===== src/logic/eip_pkg.sv =====
package eip_pkg;
    localparam int NUM_LEVELS = 8;
    localparam int NUM_SRC = 16;
    localparam int SRC_PER_LEVEL = 2;

    // Register file addresses
    localparam logic [7:0] ADDR_FAST_PTR_HI = 8'hDA;
    localparam logic [7:0] ADDR_FAST_PTR_LO = 8'hDB;
    localparam logic [7:0] ADDR_REQ_STATUS = 8'hDC;
    localparam logic [7:0] ADDR_LEVEL_MASK = 8'hDD;
    localparam logic [7:0] ADDR_SYS_MODE = 8'hDE;
    localparam logic [7:0] ADDR_PRIO_CFG = 8'hFF;

    // System mode fields
    localparam int SYM_GLOBAL_EN = 0;
    localparam int SYM_FAST_EN = 1;
    localparam int SYM_FAST_SEL_LSB = 2;
    localparam int SYM_FAST_SEL_MSB = 4;

    // Priority configuration fields
    localparam int PRIO_A_ORDER = 0;
    localparam int PRIO_GRP_BIT0 = 1;
    localparam int PRIO_B_TOP = 2;
    localparam int PRIO_B_SUB = 3;
    localparam int PRIO_GRP_BIT1 = 4;
    localparam int PRIO_C_TOP = 5;
    localparam int PRIO_C_SUB = 6;
    localparam int PRIO_GRP_BIT2 = 7;

    // Group orderings selected by the three group bits
    localparam logic [2:0] GRP_B_C_A = 3'h1;
    localparam logic [2:0] GRP_A_B_C = 3'h2;
    localparam logic [2:0] GRP_B_A_C = 3'h3;
    localparam logic [2:0] GRP_C_A_B = 3'h4;
    localparam logic [2:0] GRP_C_B_A = 3'h5;
    localparam logic [2:0] GRP_A_C_B = 3'h6;

    // Reset values of the writable registers
    localparam logic [7:0] RST_BYTE = 8'h00;
    localparam logic [15:0] RST_WORD = 16'h0000;

    // Vector table base; source s uses base + 2*s (even, inside 00H-FFH)
    localparam logic [7:0] VEC_BASE = 8'h80;

    // Sources whose pending bit hardware clears on acknowledge
    localparam logic [15:0] HW_CLEAR_SRC = 16'h01D5;

    typedef enum logic [3:0] {
        ST_IDLE     = 4'h0,
        ST_PUSH_L   = 4'h1,
        ST_PUSH_H   = 4'h2,
        ST_PUSH_F   = 4'h3,
        ST_FETCH_H  = 4'h4,
        ST_FETCH_L  = 4'h5,
        ST_BRANCH   = 4'h6,
        ST_FAST_IN  = 4'h7,
        ST_FAST_OUT = 4'h8,
        ST_POP_F    = 4'h9,
        ST_POP_H    = 4'hA,
        ST_POP_L    = 4'hB,
        ST_RESTORE  = 4'hC
    } eip_state_e;
endpackage


===== src/logic/eip_pend_cell.sv =====
`timescale 1ns/100ps
module eip_pend_cell (
    input wire logic ref_clk,
    input wire logic rstn,
    input wire logic ce,
    input wire logic set_pulse,
    input wire logic clr_pulse,
    output logic pend
);
    // A request in the clearing cycle survives: set beats clear
    always_ff @(posedge ref_clk or negedge rstn) begin
        if (!rstn) begin
            pend <= 1'b0;
        end else if (ce) begin
            if (set_pulse) begin
                pend <= 1'b1;
            end else if (clr_pulse) begin
                pend <= 1'b0;
            end
        end
    end
endmodule


===== src/logic/eip_unit.sv =====
`timescale 1ns/100ps
module eip_unit (
    input wire logic ref_clk,
    input wire logic rstn,
    input wire logic ce,
    input wire logic [7:0] reg_addr,
    input wire logic reg_wr,
    input wire logic [7:0] reg_wdata,
    output logic [7:0] reg_rdata,
    input wire logic [15:0] src_req,
    input wire logic [15:0] src_en,
    input wire logic [15:0] src_sw_clr,
    input wire logic instr_end,
    input wire logic global_enable_instr,
    input wire logic global_disable_instr,
    input wire logic return_from_interrupt,
    input wire logic [15:0] pc_in,
    input wire logic [7:0] flags_in,
    input wire logic [7:0] vec_rdata,
    input wire logic [7:0] stk_rdata,
    output logic irq_req,
    output logic acknowledge_strobe,
    output logic stk_push,
    output logic [7:0] stk_wdata,
    output logic stk_pop,
    output logic vec_rd,
    output logic [7:0] vec_addr,
    output logic pc_load,
    output logic [15:0] pc_new,
    output logic flags_load,
    output logic [7:0] flags_new,
    output logic fast_status,
    output logic busy
);
    eip_pkg::eip_state_e state_reg;
    logic [7:0] prio_cfg_reg;
    logic [7:0] level_mask_reg;
    logic global_en_reg;
    logic fast_en_reg;
    logic [2:0] fast_sel_reg;
    logic [15:0] fast_vector_pointer;
    logic [7:0] shadow_flags_reg;
    logic [7:0] request_status_reg;
    logic [3:0] src_sel_reg;
    logic [7:0] vec_hi_reg;
    logic [15:0] pend;
    logic [15:0] clr;
    logic [15:0] pend_act;
    logic [7:0] level_pend;
    logic [7:0] level_act;
    logic [7:0] eligible;
    logic [23:0] order;
    logic [5:0] grp_a;
    logic [8:0] grp_b;
    logic [8:0] grp_c;
    logic [5:0] sub_b;
    logic [5:0] sub_c;
    logic [2:0] win_lvl;
    logic win_valid;
    logic [3:0] win_src;
    logic take;

    // Pending bits; hardware-cleared ones clear on acknowledge only
    genvar g;
    generate
        for (g = 0; g < eip_pkg::NUM_SRC; g++) begin : g_pend
            assign clr[g] = eip_pkg::HW_CLEAR_SRC[g] ?
                (take && win_src == 4'(g)) : src_sw_clr[g];
            eip_pend_cell u_cell (
                .ref_clk(ref_clk),
                .rstn(rstn),
                .ce(ce),
                .set_pulse(src_req[g]),
                .clr_pulse(clr[g]),
                .pend(pend[g])
            );
            if (g % eip_pkg::SRC_PER_LEVEL == 0) begin : g_lvl
                assign level_pend[g / 2] = pend[g] | pend[g + 1];
                assign level_act[g / 2] = pend_act[g] | pend_act[g + 1];
            end
        end
    endgenerate

    // Source enable gates service but not the status view
    assign pend_act = pend & src_en;
    assign eligible = global_en_reg ? (level_act & level_mask_reg) : 8'h00;

    // Priority order list, highest first, rebuilt every cycle
    always_comb begin
        grp_a = prio_cfg_reg[eip_pkg::PRIO_A_ORDER] ?
            {3'h1, 3'h0} : {3'h0, 3'h1};
        sub_b = prio_cfg_reg[eip_pkg::PRIO_B_SUB] ?
            {3'h4, 3'h3} : {3'h3, 3'h4};
        grp_b = prio_cfg_reg[eip_pkg::PRIO_B_TOP] ?
            {sub_b, 3'h2} : {3'h2, sub_b};
        sub_c = prio_cfg_reg[eip_pkg::PRIO_C_SUB] ?
            {3'h7, 3'h6} : {3'h6, 3'h7};
        grp_c = prio_cfg_reg[eip_pkg::PRIO_C_TOP] ?
            {sub_c, 3'h5} : {3'h5, sub_c};
        case ({prio_cfg_reg[eip_pkg::PRIO_GRP_BIT2],
               prio_cfg_reg[eip_pkg::PRIO_GRP_BIT1],
               prio_cfg_reg[eip_pkg::PRIO_GRP_BIT0]})
            eip_pkg::GRP_B_C_A: order = {grp_b, grp_c, grp_a};
            eip_pkg::GRP_A_B_C: order = {grp_a, grp_b, grp_c};
            eip_pkg::GRP_B_A_C: order = {grp_b, grp_a, grp_c};
            eip_pkg::GRP_C_A_B: order = {grp_c, grp_a, grp_b};
            eip_pkg::GRP_C_B_A: order = {grp_c, grp_b, grp_a};
            eip_pkg::GRP_A_C_B: order = {grp_a, grp_c, grp_b};
            default: order = {grp_a, grp_b, grp_c};
        endcase
    end

    // Walk lowest to highest so the top eligible level overwrites last
    always_comb begin
        win_lvl = 3'h0;
        win_valid = 1'b0;
        for (int i = 0; i < eip_pkg::NUM_LEVELS; i++) begin
            if (eligible[order[i * 3 +: 3]]) begin
                win_lvl = order[i * 3 +: 3];
                win_valid = 1'b1;
            end
        end
        // Lower slot means lower vector address
        win_src = pend_act[{win_lvl, 1'b0}] ?
            {win_lvl, 1'b0} : {win_lvl, 1'b1};
    end

    assign take = (state_reg == eip_pkg::ST_IDLE) && instr_end && win_valid
        && !return_from_interrupt;

    // Sequencer for entry, fast entry and both kinds of return
    always_ff @(posedge ref_clk or negedge rstn) begin
        if (!rstn) begin
            state_reg <= eip_pkg::ST_IDLE;
            src_sel_reg <= 4'h0;
            vec_hi_reg <= eip_pkg::RST_BYTE;
            acknowledge_strobe <= 1'b0;
            stk_push <= 1'b0;
            stk_wdata <= eip_pkg::RST_BYTE;
            stk_pop <= 1'b0;
            vec_rd <= 1'b0;
            vec_addr <= eip_pkg::RST_BYTE;
            pc_load <= 1'b0;
            pc_new <= eip_pkg::RST_WORD;
            flags_load <= 1'b0;
            flags_new <= eip_pkg::RST_BYTE;
            busy <= 1'b0;
        end else if (ce) begin
            acknowledge_strobe <= 1'b0;
            stk_push <= 1'b0;
            stk_pop <= 1'b0;
            vec_rd <= 1'b0;
            pc_load <= 1'b0;
            flags_load <= 1'b0;
            busy <= (state_reg != eip_pkg::ST_IDLE);
            case (state_reg)
                eip_pkg::ST_IDLE: begin
                    if (return_from_interrupt) begin
                        busy <= 1'b1;
                        state_reg <= fast_status ?
                            eip_pkg::ST_FAST_OUT : eip_pkg::ST_POP_F;
                    end else if (take) begin
                        acknowledge_strobe <= 1'b1;
                        busy <= 1'b1;
                        src_sel_reg <= win_src;
                        if (fast_en_reg && win_lvl == fast_sel_reg) begin
                            state_reg <= eip_pkg::ST_FAST_IN;
                        end else begin
                            state_reg <= eip_pkg::ST_PUSH_L;
                        end
                    end
                end
                eip_pkg::ST_PUSH_L: begin
                    stk_push <= 1'b1;
                    stk_wdata <= pc_in[7:0];
                    state_reg <= eip_pkg::ST_PUSH_H;
                end
                eip_pkg::ST_PUSH_H: begin
                    stk_push <= 1'b1;
                    stk_wdata <= pc_in[15:8];
                    state_reg <= eip_pkg::ST_PUSH_F;
                end
                eip_pkg::ST_PUSH_F: begin
                    stk_push <= 1'b1;
                    stk_wdata <= flags_in;
                    state_reg <= eip_pkg::ST_FETCH_H;
                end
                eip_pkg::ST_FETCH_H: begin
                    vec_rd <= 1'b1;
                    vec_addr <= eip_pkg::VEC_BASE + {3'h0, src_sel_reg, 1'b0};
                    state_reg <= eip_pkg::ST_FETCH_L;
                end
                eip_pkg::ST_FETCH_L: begin
                    vec_rd <= 1'b1;
                    vec_addr <= vec_addr | 8'h01;
                    vec_hi_reg <= vec_rdata;
                    state_reg <= eip_pkg::ST_BRANCH;
                end
                eip_pkg::ST_BRANCH: begin
                    pc_load <= 1'b1;
                    pc_new <= {vec_hi_reg, vec_rdata};
                    state_reg <= eip_pkg::ST_IDLE;
                end
                eip_pkg::ST_FAST_IN: begin
                    pc_load <= 1'b1;
                    pc_new <= fast_vector_pointer;
                    state_reg <= eip_pkg::ST_IDLE;
                end
                eip_pkg::ST_FAST_OUT: begin
                    pc_load <= 1'b1;
                    pc_new <= fast_vector_pointer;
                    flags_load <= 1'b1;
                    flags_new <= shadow_flags_reg;
                    state_reg <= eip_pkg::ST_IDLE;
                end
                eip_pkg::ST_POP_F: begin
                    stk_pop <= 1'b1;
                    state_reg <= eip_pkg::ST_POP_H;
                end
                eip_pkg::ST_POP_H: begin
                    stk_pop <= 1'b1;
                    flags_new <= stk_rdata;
                    state_reg <= eip_pkg::ST_POP_L;
                end
                eip_pkg::ST_POP_L: begin
                    stk_pop <= 1'b1;
                    pc_new[15:8] <= stk_rdata;
                    state_reg <= eip_pkg::ST_RESTORE;
                end
                eip_pkg::ST_RESTORE: begin
                    pc_load <= 1'b1;
                    flags_load <= 1'b1;
                    pc_new[7:0] <= stk_rdata;
                    state_reg <= eip_pkg::ST_IDLE;
                end
                default: state_reg <= eip_pkg::ST_IDLE;
            endcase
        end
    end

    // Mode register; entry clears and return sets the global enable
    always_ff @(posedge ref_clk or negedge rstn) begin
        if (!rstn) begin
            global_en_reg <= 1'b0;
            fast_en_reg <= 1'b0;
            fast_sel_reg <= 3'h0;
        end else if (ce) begin
            if (take) begin
                global_en_reg <= 1'b0;
            end else if (state_reg == eip_pkg::ST_RESTORE ||
                         state_reg == eip_pkg::ST_FAST_OUT) begin
                global_en_reg <= 1'b1;
            end else if (global_enable_instr) begin
                global_en_reg <= 1'b1;
            end else if (global_disable_instr) begin
                global_en_reg <= 1'b0;
            end else if (reg_wr && reg_addr == eip_pkg::ADDR_SYS_MODE) begin
                global_en_reg <= reg_wdata[eip_pkg::SYM_GLOBAL_EN];
            end
            if (reg_wr && reg_addr == eip_pkg::ADDR_SYS_MODE) begin
                fast_en_reg <= reg_wdata[eip_pkg::SYM_FAST_EN];
                fast_sel_reg <= reg_wdata[eip_pkg::SYM_FAST_SEL_MSB:
                                          eip_pkg::SYM_FAST_SEL_LSB];
            end
        end
    end

    // Fast pointer swaps with the PC on fast entry and exit
    always_ff @(posedge ref_clk or negedge rstn) begin
        if (!rstn) begin
            fast_vector_pointer <= eip_pkg::RST_WORD;
        end else if (ce) begin
            if (state_reg == eip_pkg::ST_FAST_IN ||
                state_reg == eip_pkg::ST_FAST_OUT) begin
                fast_vector_pointer <= pc_in;
            end else if (reg_wr && reg_addr == eip_pkg::ADDR_FAST_PTR_HI) begin
                fast_vector_pointer[15:8] <= reg_wdata;
            end else if (reg_wr && reg_addr == eip_pkg::ADDR_FAST_PTR_LO) begin
                fast_vector_pointer[7:0] <= reg_wdata;
            end
        end
    end

    // Shadow flags and fast status; shadow has no address
    always_ff @(posedge ref_clk or negedge rstn) begin
        if (!rstn) begin
            shadow_flags_reg <= eip_pkg::RST_BYTE;
            fast_status <= 1'b0;
        end else if (ce) begin
            if (state_reg == eip_pkg::ST_FAST_IN) begin
                shadow_flags_reg <= flags_in;
                fast_status <= 1'b1;
            end else if (state_reg == eip_pkg::ST_FAST_OUT) begin
                fast_status <= 1'b0;
            end
        end
    end

    // Software-written configuration; undefined after reset, zero here
    always_ff @(posedge ref_clk or negedge rstn) begin
        if (!rstn) begin
            prio_cfg_reg <= eip_pkg::RST_BYTE;
            level_mask_reg <= eip_pkg::RST_BYTE;
        end else if (ce && reg_wr) begin
            if (reg_addr == eip_pkg::ADDR_PRIO_CFG) begin
                prio_cfg_reg <= reg_wdata;
            end
            if (reg_addr == eip_pkg::ADDR_LEVEL_MASK) begin
                level_mask_reg <= reg_wdata;
            end
        end
    end

    // Status view, CPU request line and read data, one cycle behind
    always_ff @(posedge ref_clk or negedge rstn) begin
        if (!rstn) begin
            request_status_reg <= eip_pkg::RST_BYTE;
            irq_req <= 1'b0;
            reg_rdata <= eip_pkg::RST_BYTE;
        end else if (ce) begin
            request_status_reg <= level_pend;
            irq_req <= win_valid && state_reg == eip_pkg::ST_IDLE;
            case (reg_addr)
                eip_pkg::ADDR_FAST_PTR_HI: reg_rdata <= fast_vector_pointer[15:8];
                eip_pkg::ADDR_FAST_PTR_LO: reg_rdata <= fast_vector_pointer[7:0];
                eip_pkg::ADDR_REQ_STATUS: reg_rdata <= request_status_reg;
                eip_pkg::ADDR_LEVEL_MASK: reg_rdata <= level_mask_reg;
                eip_pkg::ADDR_SYS_MODE:
                    reg_rdata <= {3'h0, fast_sel_reg, fast_en_reg, global_en_reg};
                eip_pkg::ADDR_PRIO_CFG: reg_rdata <= prio_cfg_reg;
                default: reg_rdata <= eip_pkg::RST_BYTE;
            endcase
        end
    end
endmodule


===== config.mk =====
export PLATFORM = sky130hd
export DESIGN_NAME = eip_unit
export DESIGN_NICKNAME = d
export VERILOG_FILES = /design/src/logic/eip_pkg.sv /design/src/logic/eip_pend_cell.sv /design/src/logic/eip_unit.sv
export SDC_FILE = /design/constraint.sdc
export NUM_CORES = 1
export LEC_CHECK = 0
export BUFFER_PORTS_ARGS = -buffer_cell sky130_fd_sc_hd__buf_4
export CAP_MARGIN = 25
export CORE_UTILIZATION = 60
export DETAILED_ROUTE_END_ITERATION = 12
export PLACE_DENSITY = 0.84
export SLEW_MARGIN = 30
export SYNTH_ARGS = -nofsm -noshare
export SYNTH_HDL_FRONTEND = slang
export SYNTH_SLANG_ARGS = --single-unit

===== constraint.sdc =====
create_clock -name ref_clk -period 6.05 [get_ports ref_clk]
set_input_delay 0.3025 -clock ref_clk [delete_from_list [all_inputs] [get_ports ref_clk]]
set_output_delay 0.3025 -clock ref_clk [all_outputs]
set_load 0.005 [all_outputs]

---- After elaboration in Yosys (flattened, before gate mapping) ----
Cells that the tools add are included.
word-level totals
  flip-flop bits (word level) ............. 142
  output and inout port bits .............. 57
  input bits .............................. 112
  logic and storage cells ................. 297
cells by class
  add/sub/neg operators ................... 1
  equal/unequal tests ..................... 31
  bitwise gates (word level) .............. 20
  reductions and logical operators ........ 85
  order comparisons ....................... 9
  multiplexer cells ....................... 107
operators with widths
  cell                count
  $pmux 24 s5         1
  $pmux 8 s3          3
  $mux 1              69
  $reduce_and 2->1    30
  $eq 8x8->1 const B  6
  $pmux 8 s6          1
  $reduce_bool 2->1   21
  $mux 8              5
  $pmux 4 s9          1
  $lt 3x4->1 const B  8
  $pmux 8 s2          2
  $eq 4x3->1 const B  7
  $bmux 1 s3          9
  $mux 3              9
  $eq 4x4->1 const B  6
  $and 16x16->16      1
  $mux 16             1
  $mux 4              4
  $or 1x1->1          16
  $logic_and 1x1->1   15
  $eq 4x2->1 const B  3
  $eq 3x3->1 const B  3
  $mux 9              1
  $reduce_bool 3->1   3
  21 further kinds    28

---- Longest topological paths before layout ----
  depth in word-level cells ............... 21
  mapped depth ............................ 15
  depth with buffers taken out ............ 13

---- Cells and area by module ----
A second synthesis with hierarchy kept.
second synthesis, totals
  cells, all modules ...................... 973
  area total of the unflattened synthesis .. 8778.4 µm²
by module, submodules not included
  module         sequential area each (µm²)  cells each  area each (µm²)  instances
  eip_unit       3103.0                      925         8177.8           1
  eip_pend_cell  25.0                        3           37.5             16

---- Worst setup path before layout ----
OpenSTA, ideal clock, no wires.
  kind .................................... reg-to-reg
  from .................................... register prio_cfg_reg[5]
  to ...................................... register state_reg[1]
  arrival time ............................ 3437 ps
  path slack .............................. 2519 ps
  path buffers ............................ 1
  cell stages (with the launch flop) ...... 15
  setup time .............................. 94 ps
  data required time ...................... 5956 ps
  clock period less this slack ............ 3531 ps
  cells stage by stage .................... dfrtp_1 -> clkbuf_1 -> inv_1 -> ha_1 -> nor2_1 -> a211oi_1 -> a21o_1 -> mux4_2 -> or4_1 -> a311oi_2 -> a211oi_4 -> nor2_2 -> xnor2_1 -> o2111ai_1 -> a211oi_1
between the ends
  cells in the longest elaborated chain, start to end .. 18
  elaborated cells on any way between the ends .. 44
  those cells by class .................... eq/ne: 2; mux: 38; reduce/logical: 4
RTL lines
  what                          RTL line         RTL
  start, declared               eip_unit.sv:36   logic [7:0] prio_cfg_reg;
  start signal, assigned        eip_unit.sv:302  prio_cfg_reg <= eip_pkg::RST_BYTE;
  start signal, assigned        eip_unit.sv:306  prio_cfg_reg <= reg_wdata;
  $mux 8 *                      eip_unit.sv:98   grp_c = prio_cfg_reg[eip_pkg::PRIO_C_TOP] ?
  $pmux 24 s5 *                 eip_unit.sv:100  case ({prio_cfg_reg[eip_pkg::PRIO_GRP_BIT2],
  $bmux 1 s3                    eip_unit.sv:118  if (eligible[order[i * 3 +: 3]]) begin
  $mux 1 (not written as such)  eip_unit.sv:118
  $mux 3 (8 in a row)           eip_unit.sv:118
  $eq 3x3->1                    eip_unit.sv:166  if (fast_en_reg && win_lvl == fast_sel_reg) begin
  $logic_and 1x1->1             eip_unit.sv:166
  $mux 3                        eip_unit.sv:166
  $mux 4                        eip_unit.sv:162  end else if (take) begin
  $mux 4                        eip_unit.sv:158  if (return_from_interrupt) begin
  $pmux 4 s9                    eip_unit.sv:156  case (state_reg)
  end signal, assigned          eip_unit.sv:160  state_reg <= fast_status ?
  end signal, assigned          eip_unit.sv:167  state_reg <= eip_pkg::ST_FAST_IN;
  end signal, assigned          eip_unit.sv:169  state_reg <= eip_pkg::ST_PUSH_L;
  end, declared                 eip_unit.sv:35   eip_pkg::eip_state_e state_reg;
Mark *: on every way between the ends. The rest lies on a longest branch, timed or not. The select of a mux whose other input is x is not followed.
A chain may end at the register's enable or synchronous reset.

---- Final worst setup path ----
  from .................................... register prio_cfg_reg[1]
  to ...................................... register g_pend[0].u_cell.pend
between the ends
  cells in the longest elaborated chain, start to end .. 19
  elaborated cells on any way between the ends .. 47
  those cells by class .................... eq/ne: 5; mux: 36; reduce/logical: 6
RTL lines
  what                                      RTL line             RTL
  $eq 3x3->1, or another cell as far along  eip_unit.sv:100
  $pmux 24 s5 *                             eip_unit.sv:100
  $bmux 1 s3                                eip_unit.sv:118
  $mux 1 (not written as such)              eip_unit.sv:118
  $mux 3 (8 in a row)                       eip_unit.sv:118
  $bmux 1 s3                                eip_unit.sv:124      win_src = pend_act[{win_lvl, 1'b0}] ?
  $mux 1 (not written as such)              eip_unit.sv:124
  $mux 1                                    eip_unit.sv:124
  $logic_not 4->1                           eip_unit.sv:68       (take && win_src == 4'(g)) : src_sw_clr[g];
  $logic_and 1x1->1 *                       eip_unit.sv:68
  $reduce_bool 2->1 (no source line) *      -
  $reduce_and 2->1 (no source line) *       -
  end signal, assigned                      eip_pend_cell.sv:13  pend <= 1'b0;
  end signal, assigned                      eip_pend_cell.sv:16  pend <= 1'b1;
  end signal, assigned                      eip_pend_cell.sv:18  pend <= 1'b0;
  end, declared                             eip_pend_cell.sv:8   output logic pend
Marks and branches as above.

==> tab_implementation.tex <==
\begin{tabular}{lr}
\hline
Metric & Value \\
\hline
\multicolumn{2}{l}{\textbf{Status}} \\
\quad Run status & complete, no violations \\
\multicolumn{2}{l}{\textbf{Timing}} \\
\quad Max-slew headroom at the worst pin & 0.361 \\
\quad Hold Violations, Final & 0 \\
\quad Final setup viols & 0 \\
\quad Post-route minimum period & roughly 4.5 ns \\
\quad Final critical-path share of the clock period & 0.740 \\
\quad Total count of max-transition violations in the final report & 0 \\
\quad Clock Skews & 0.00902 ns \\
\quad Fin Setup TNS & 0 ns \\
\quad Highest achievable clock rate & 224 MHz \\
\quad Actual transition at the worst max-transition pin & 0.951 ns \\
\quad RSZ-0062 raised after global routing & no \\
\multicolumn{2}{l}{\textbf{Worst setup path}} \\
\quad Required time at the worst-slack endpoint & approximately 6.4 ns \\
\quad Crit path kind & reg2reg \\
\quad Category of the worst setup path launch point & flip-flop \\
\quad Maximum fanout encountered on the critical timing path & 23 \\
\quad Arrival time of the worst setup path & approximately 4.8 ns \\
\quad Kind of end point of the critical path & flip-flop \\
\multicolumn{2}{l}{\textbf{Die}} \\
\quad Cell Rows & 44 \\
\quad Core area & 0.0146 sq mm \\
\quad Area of the die & 0.0155 sq mm \\
\quad Boundary pin count & $\sim$170 \\
\quad Die height & about 120 um \\
\quad Initial core utilization & 0.615 \\
\quad Die W & 124 um \\
\multicolumn{2}{l}{\textbf{Synth}} \\
\quad Count of cell types in the netlist & between 100 and 150 \\
\quad Simple-gate area share of the yosys netlist & 0.178 \\
\quad Area share of the largest cell type after synthesis & 0.390 \\
\quad Cell count after synthesis & between 900 and 1000 \\
\quad Portion of netlist area occupied by mux cells & 0.107 \\
\quad Area share of xor/xnor cells in the synthesized design & 0.00195 \\
\quad Number of synthesized flops with an enable pin & 0 \\
\quad Top post-synthesis cells by area & sky130\_fd\_sc\_hd\_\_dfrtp\_1 39\%, sky130\_fd\_sc\_hd\_\_mux2\_2 5.1\%, sky130\_fd\_sc\_hd\_\_nand2\_1 5.0\% \\
\quad Adder and majority gate portion of the synthesized area & 0.00976 \\
\quad Number of warning messages in the yosys log & 0 \\
\quad Post-Syn Area & about 0.0090 sq mm \\
\quad Post-synthesis async set-or-reset flop share & 1.00 \\
\quad Dominant synthesized flop cell & sky130\_fd\_sc\_hd\_\_dfrtp\_1 \\
\quad Mean instance size in the synthesized netlist & 9.28 sq um \\
\quad Register area share after synthesis & 0.390 \\
\quad Area fraction in compound gates after synthesis & 0.265 \\
\quad Largest family of logic cells by synthesized area & compound AO/OA/AOI/OAI gates \\
\quad Count of state elements after synthesis & 140 \\
\quad Cell accounting for the most synthesized area & sky130\_fd\_sc\_hd\_\_dfrtp\_1 \\
\multicolumn{2}{l}{\textbf{Global routing}} \\
\quad Total GRT Usage & 0.381 \\
\quad Vias in the first global route & 8252 \\
\quad Total gr overflow & 0 \\
\quad Antenna violations before repair & 0 \\
\quad Pin count of the biggest net entering global routing & 72 \\
\quad Wire length of the first global-routing pass & 45700 um \\
\multicolumn{2}{l}{\textbf{Finish}} \\
\quad Fill cell instance count of the final layout & 1068 \\
\quad Area growth from synthesis to layout & 19.7\% \\
\quad Flip-flop and latch area & 0.00350 sq mm \\
\quad Antenna diode count & 0 \\
\quad Area of the multi-input gates & 0.00506 sq mm \\
\quad Net count reported at finish & roughly 1200 \\
\quad Proportion of layout cells with a drive suffix above 1 & 0.264 \\
\quad Regs by FF count & fast\_vector\_pointer (16), g\_pend.u\_cell.pend (16), pc\_new (16) \\
\multicolumn{2}{l}{\textbf{CTS}} \\
\quad CTS HTree Levels & 4 \\
\quad Number of buffers inserted during clock tree synthesis & 17 \\
\quad Clock slew seen by the registers of the worst setup and hold paths & 0.06 ns \\
\quad CTS sink cnt & 140 \\
\quad Library cell used as clock root buffer & sky130\_fd\_sc\_hd\_\_clkbuf\_16 \\
\quad Clock tree buffer depth & 2 \\
\quad Source-to-sink clock delay at the later pin of the worst-skew pair & 0.43 ns \\
\quad TritonCTS clock tree & done \\
\multicolumn{2}{l}{\textbf{Pwr}} \\
\quad Standby leakage power & 4.89 nW \\
\quad Power density over the cells & 342 mW/mm\^{}2 \\
\quad Total power after layout & 3.68 mW \\
\quad Peak ir drop on the vdd network & 0.291 mV \\
\multicolumn{2}{l}{\textbf{Place}} \\
\quad Final Wtd Congestion & between 0.9 and 1 \\
\quad DP Wirelength & 21300 um \\
\quad Number of port buffers & 160 \\
\multicolumn{2}{l}{\textbf{Route}} \\
\quad DRT iter0 DRCs & 1198 \\
\quad Vias post-DR & 8746 \\
\quad Total iterations of the first detailed-routing run & 6 \\
\quad Total routed wirelength & 29000 um \\
\quad Vias per Instance & 6.77 \\
\quad Antenna-violating nets left & 0 \\
\quad Avg WL per Cell & 22.5 um \\
\quad Number of DRC violations after detailed routing & 0 \\
\multicolumn{2}{l}{\textbf{Flow run}} \\
\quad Maximum Capacitance Violations & 0 \\
\multicolumn{2}{l}{\textbf{Hold path}} \\
\quad Min-delay worst type & in2reg \\
\hline
\end{tabular}
## cell usage after synthesis, types with 7 or more instances
cell and count:
sky130_fd_sc_hd__or3_1 7, sky130_fd_sc_hd__mux2_2 41, sky130_fd_sc_hd__nor3_1 20, sky130_fd_sc_hd__mux2i_1 29, sky130_fd_sc_hd__buf_6 8, sky130_fd_sc_hd__buf_1 9
sky130_fd_sc_hd__nand3_1 27, sky130_fd_sc_hd__nor2b_1 7, sky130_fd_sc_hd__o21a_1 7, sky130_fd_sc_hd__mux4_2 7, sky130_fd_sc_hd__clkbuf_1 30, sky130_fd_sc_hd__a222oi_1 11
sky130_fd_sc_hd__o211ai_1 7, sky130_fd_sc_hd__inv_1 16, sky130_fd_sc_hd__o21ai_0 89, sky130_fd_sc_hd__and2_1 15, sky130_fd_sc_hd__a31oi_1 7, sky130_fd_sc_hd__and3_1 13
sky130_fd_sc_hd__nand2b_1 7, sky130_fd_sc_hd__a21oi_1 73, sky130_fd_sc_hd__nand2_1 119, sky130_fd_sc_hd__nor2_1 62, sky130_fd_sc_hd__ha_1 7, sky130_fd_sc_hd__a21o_1 10
sky130_fd_sc_hd__a22o_1 34, sky130_fd_sc_hd__o21ai_1 11, sky130_fd_sc_hd__a211oi_1 7, sky130_fd_sc_hd__dfrtp_1 140
## power by group
group	switching, mW	internal [mW]
Clock	0.433	0.614
Combinational	0.640	0.539
Sequential	0.269	1.18
Total	1.34	2.33
## placed cells by master, fill, tap and decap left out, drive strengths merged, types with 4 or more instances in the layout
| master | n |
|---|---|
| mux4 | 8 |
| clkinv | 5 |
| o2111ai | 5 |
| nor4 | 4 |
| a221o | 7 |
| mux2 | 42 |
| a31oi | 8 |
| ha | 7 |
| and3 | 13 |
| a31o | 4 |
| a211o | 4 |
| clkbuf | 17 |
| o31a | 4 |
| o22ai | 4 |
| nor2 | 65 |
| a211oi | 9 |
| or2 | 5 |
| nor3 | 22 |
| nor2b | 10 |
| a22o | 34 |
| a32oi | 4 |
| a222oi | 11 |
| or3 | 7 |
| nand3 | 28 |
| a21o | 10 |
| inv | 23 |
| a22oi | 6 |
| nand2 | 121 |
| nand4 | 6 |
| nand2b | 8 |
| o211ai | 10 |
| dfrtp | 140 |
| o21a | 7 |
| o21ai | 101 |
| and2 | 16 |
| mux2i | 30 |
| buf | 167 |
| a21oi | 76 |
## critical path, stage by stage, from the launching register on
cell and delay [ns]:
sky130_fd_sc_hd__dfrtp_1 0.92, sky130_fd_sc_hd__buf_4 0.41, sky130_fd_sc_hd__or2_1 0.27, sky130_fd_sc_hd__a2bb2oi_2 0.37
sky130_fd_sc_hd__mux4_2 0.58, sky130_fd_sc_hd__o211ai_4 0.27, sky130_fd_sc_hd__or3_1 0.17, sky130_fd_sc_hd__o221ai_1 0.16
sky130_fd_sc_hd__a31oi_1 0.39, sky130_fd_sc_hd__nand4_1 0.21, sky130_fd_sc_hd__a2111o_1 0.41, sky130_fd_sc_hd__a22o_1 0.18
## cell families after synthesis
kind of cell    after synthesis
compound gates              338
mux                          80
xor+xnor                      2
buf+inv                      78
fa+ha+maj                     7
simple gates                321
flops                       140
other cells                   1
## routing by layer
layer | GRT usage | up-vias | routed length, um
met4 | 0.172 | 0 | 1340
li1 | - | 3878 | -
met2 | 0.594 | 562 | 13300
met5 | 0 | - | 0
met3 | 0.0760 | 94 | 2940
met1 | 0.515 | 4212 | 11400
## final timing paths
check | start | end | slack [ns] | cells after the start
max in group asynchronous | rstn | reg_rdata[4] | 4.48 | 4
worst max register to register | prio_cfg_reg[1] | g_pend[0].u_cell.pend | 1.58 | 11
worst max-delay path | prio_cfg_reg[1] | g_pend[0].u_cell.pend | 1.58 | 11
min in group asynchronous | rstn | vec_addr[4] | 0.45 | 2
worst min-delay path | src_req[8] | g_pend[8].u_cell.pend | 0.09 | 3
worst min register to register | acknowledge_strobe | acknowledge_strobe | 0.48 | 1
## through the flow
| step | cell area (sq um) | util | hold WS, ns | worst slack, ns | cells |
|---|---|---|---|---|---|
| 2_1_floorplan | 8980 | - | 0.00691 | 2.52 | 968 |
| 5_1_grt | 10700 | 0.736 | 0.0875 | 1.40 | 1292 |
| 4_1_cts | 10700 | 0.734 | 0.0759 | 1.71 | 1291 |
| 3_5_place_dp | 10100 | 0.693 | 0.359 | 1.72 | 1259 |
| 6_report | 10700 | 0.736 | 0.0853 | 1.58 | 1292 |
| 3_3_place_gp | 10100 | 0.693 | 0.363 | 1.78 | 1259 |
## cell type report
class,instances,share of cell area
well taps,184,0.0214
clock buffers,17,0.0396
repair buffers,168,0.120
inverters,19,0.00664
clock inverters,14,0.0151
flip-flops and latches,140,0.326
multi-input cells,750,0.471
## timing repair
item,4_1_cts,5_1_grt
hold buffers,1,0
setup buffers,0,0
endpoints found under the hold margin,70,0
resized for setup,0,0
(Power assumes the default switching activity.)
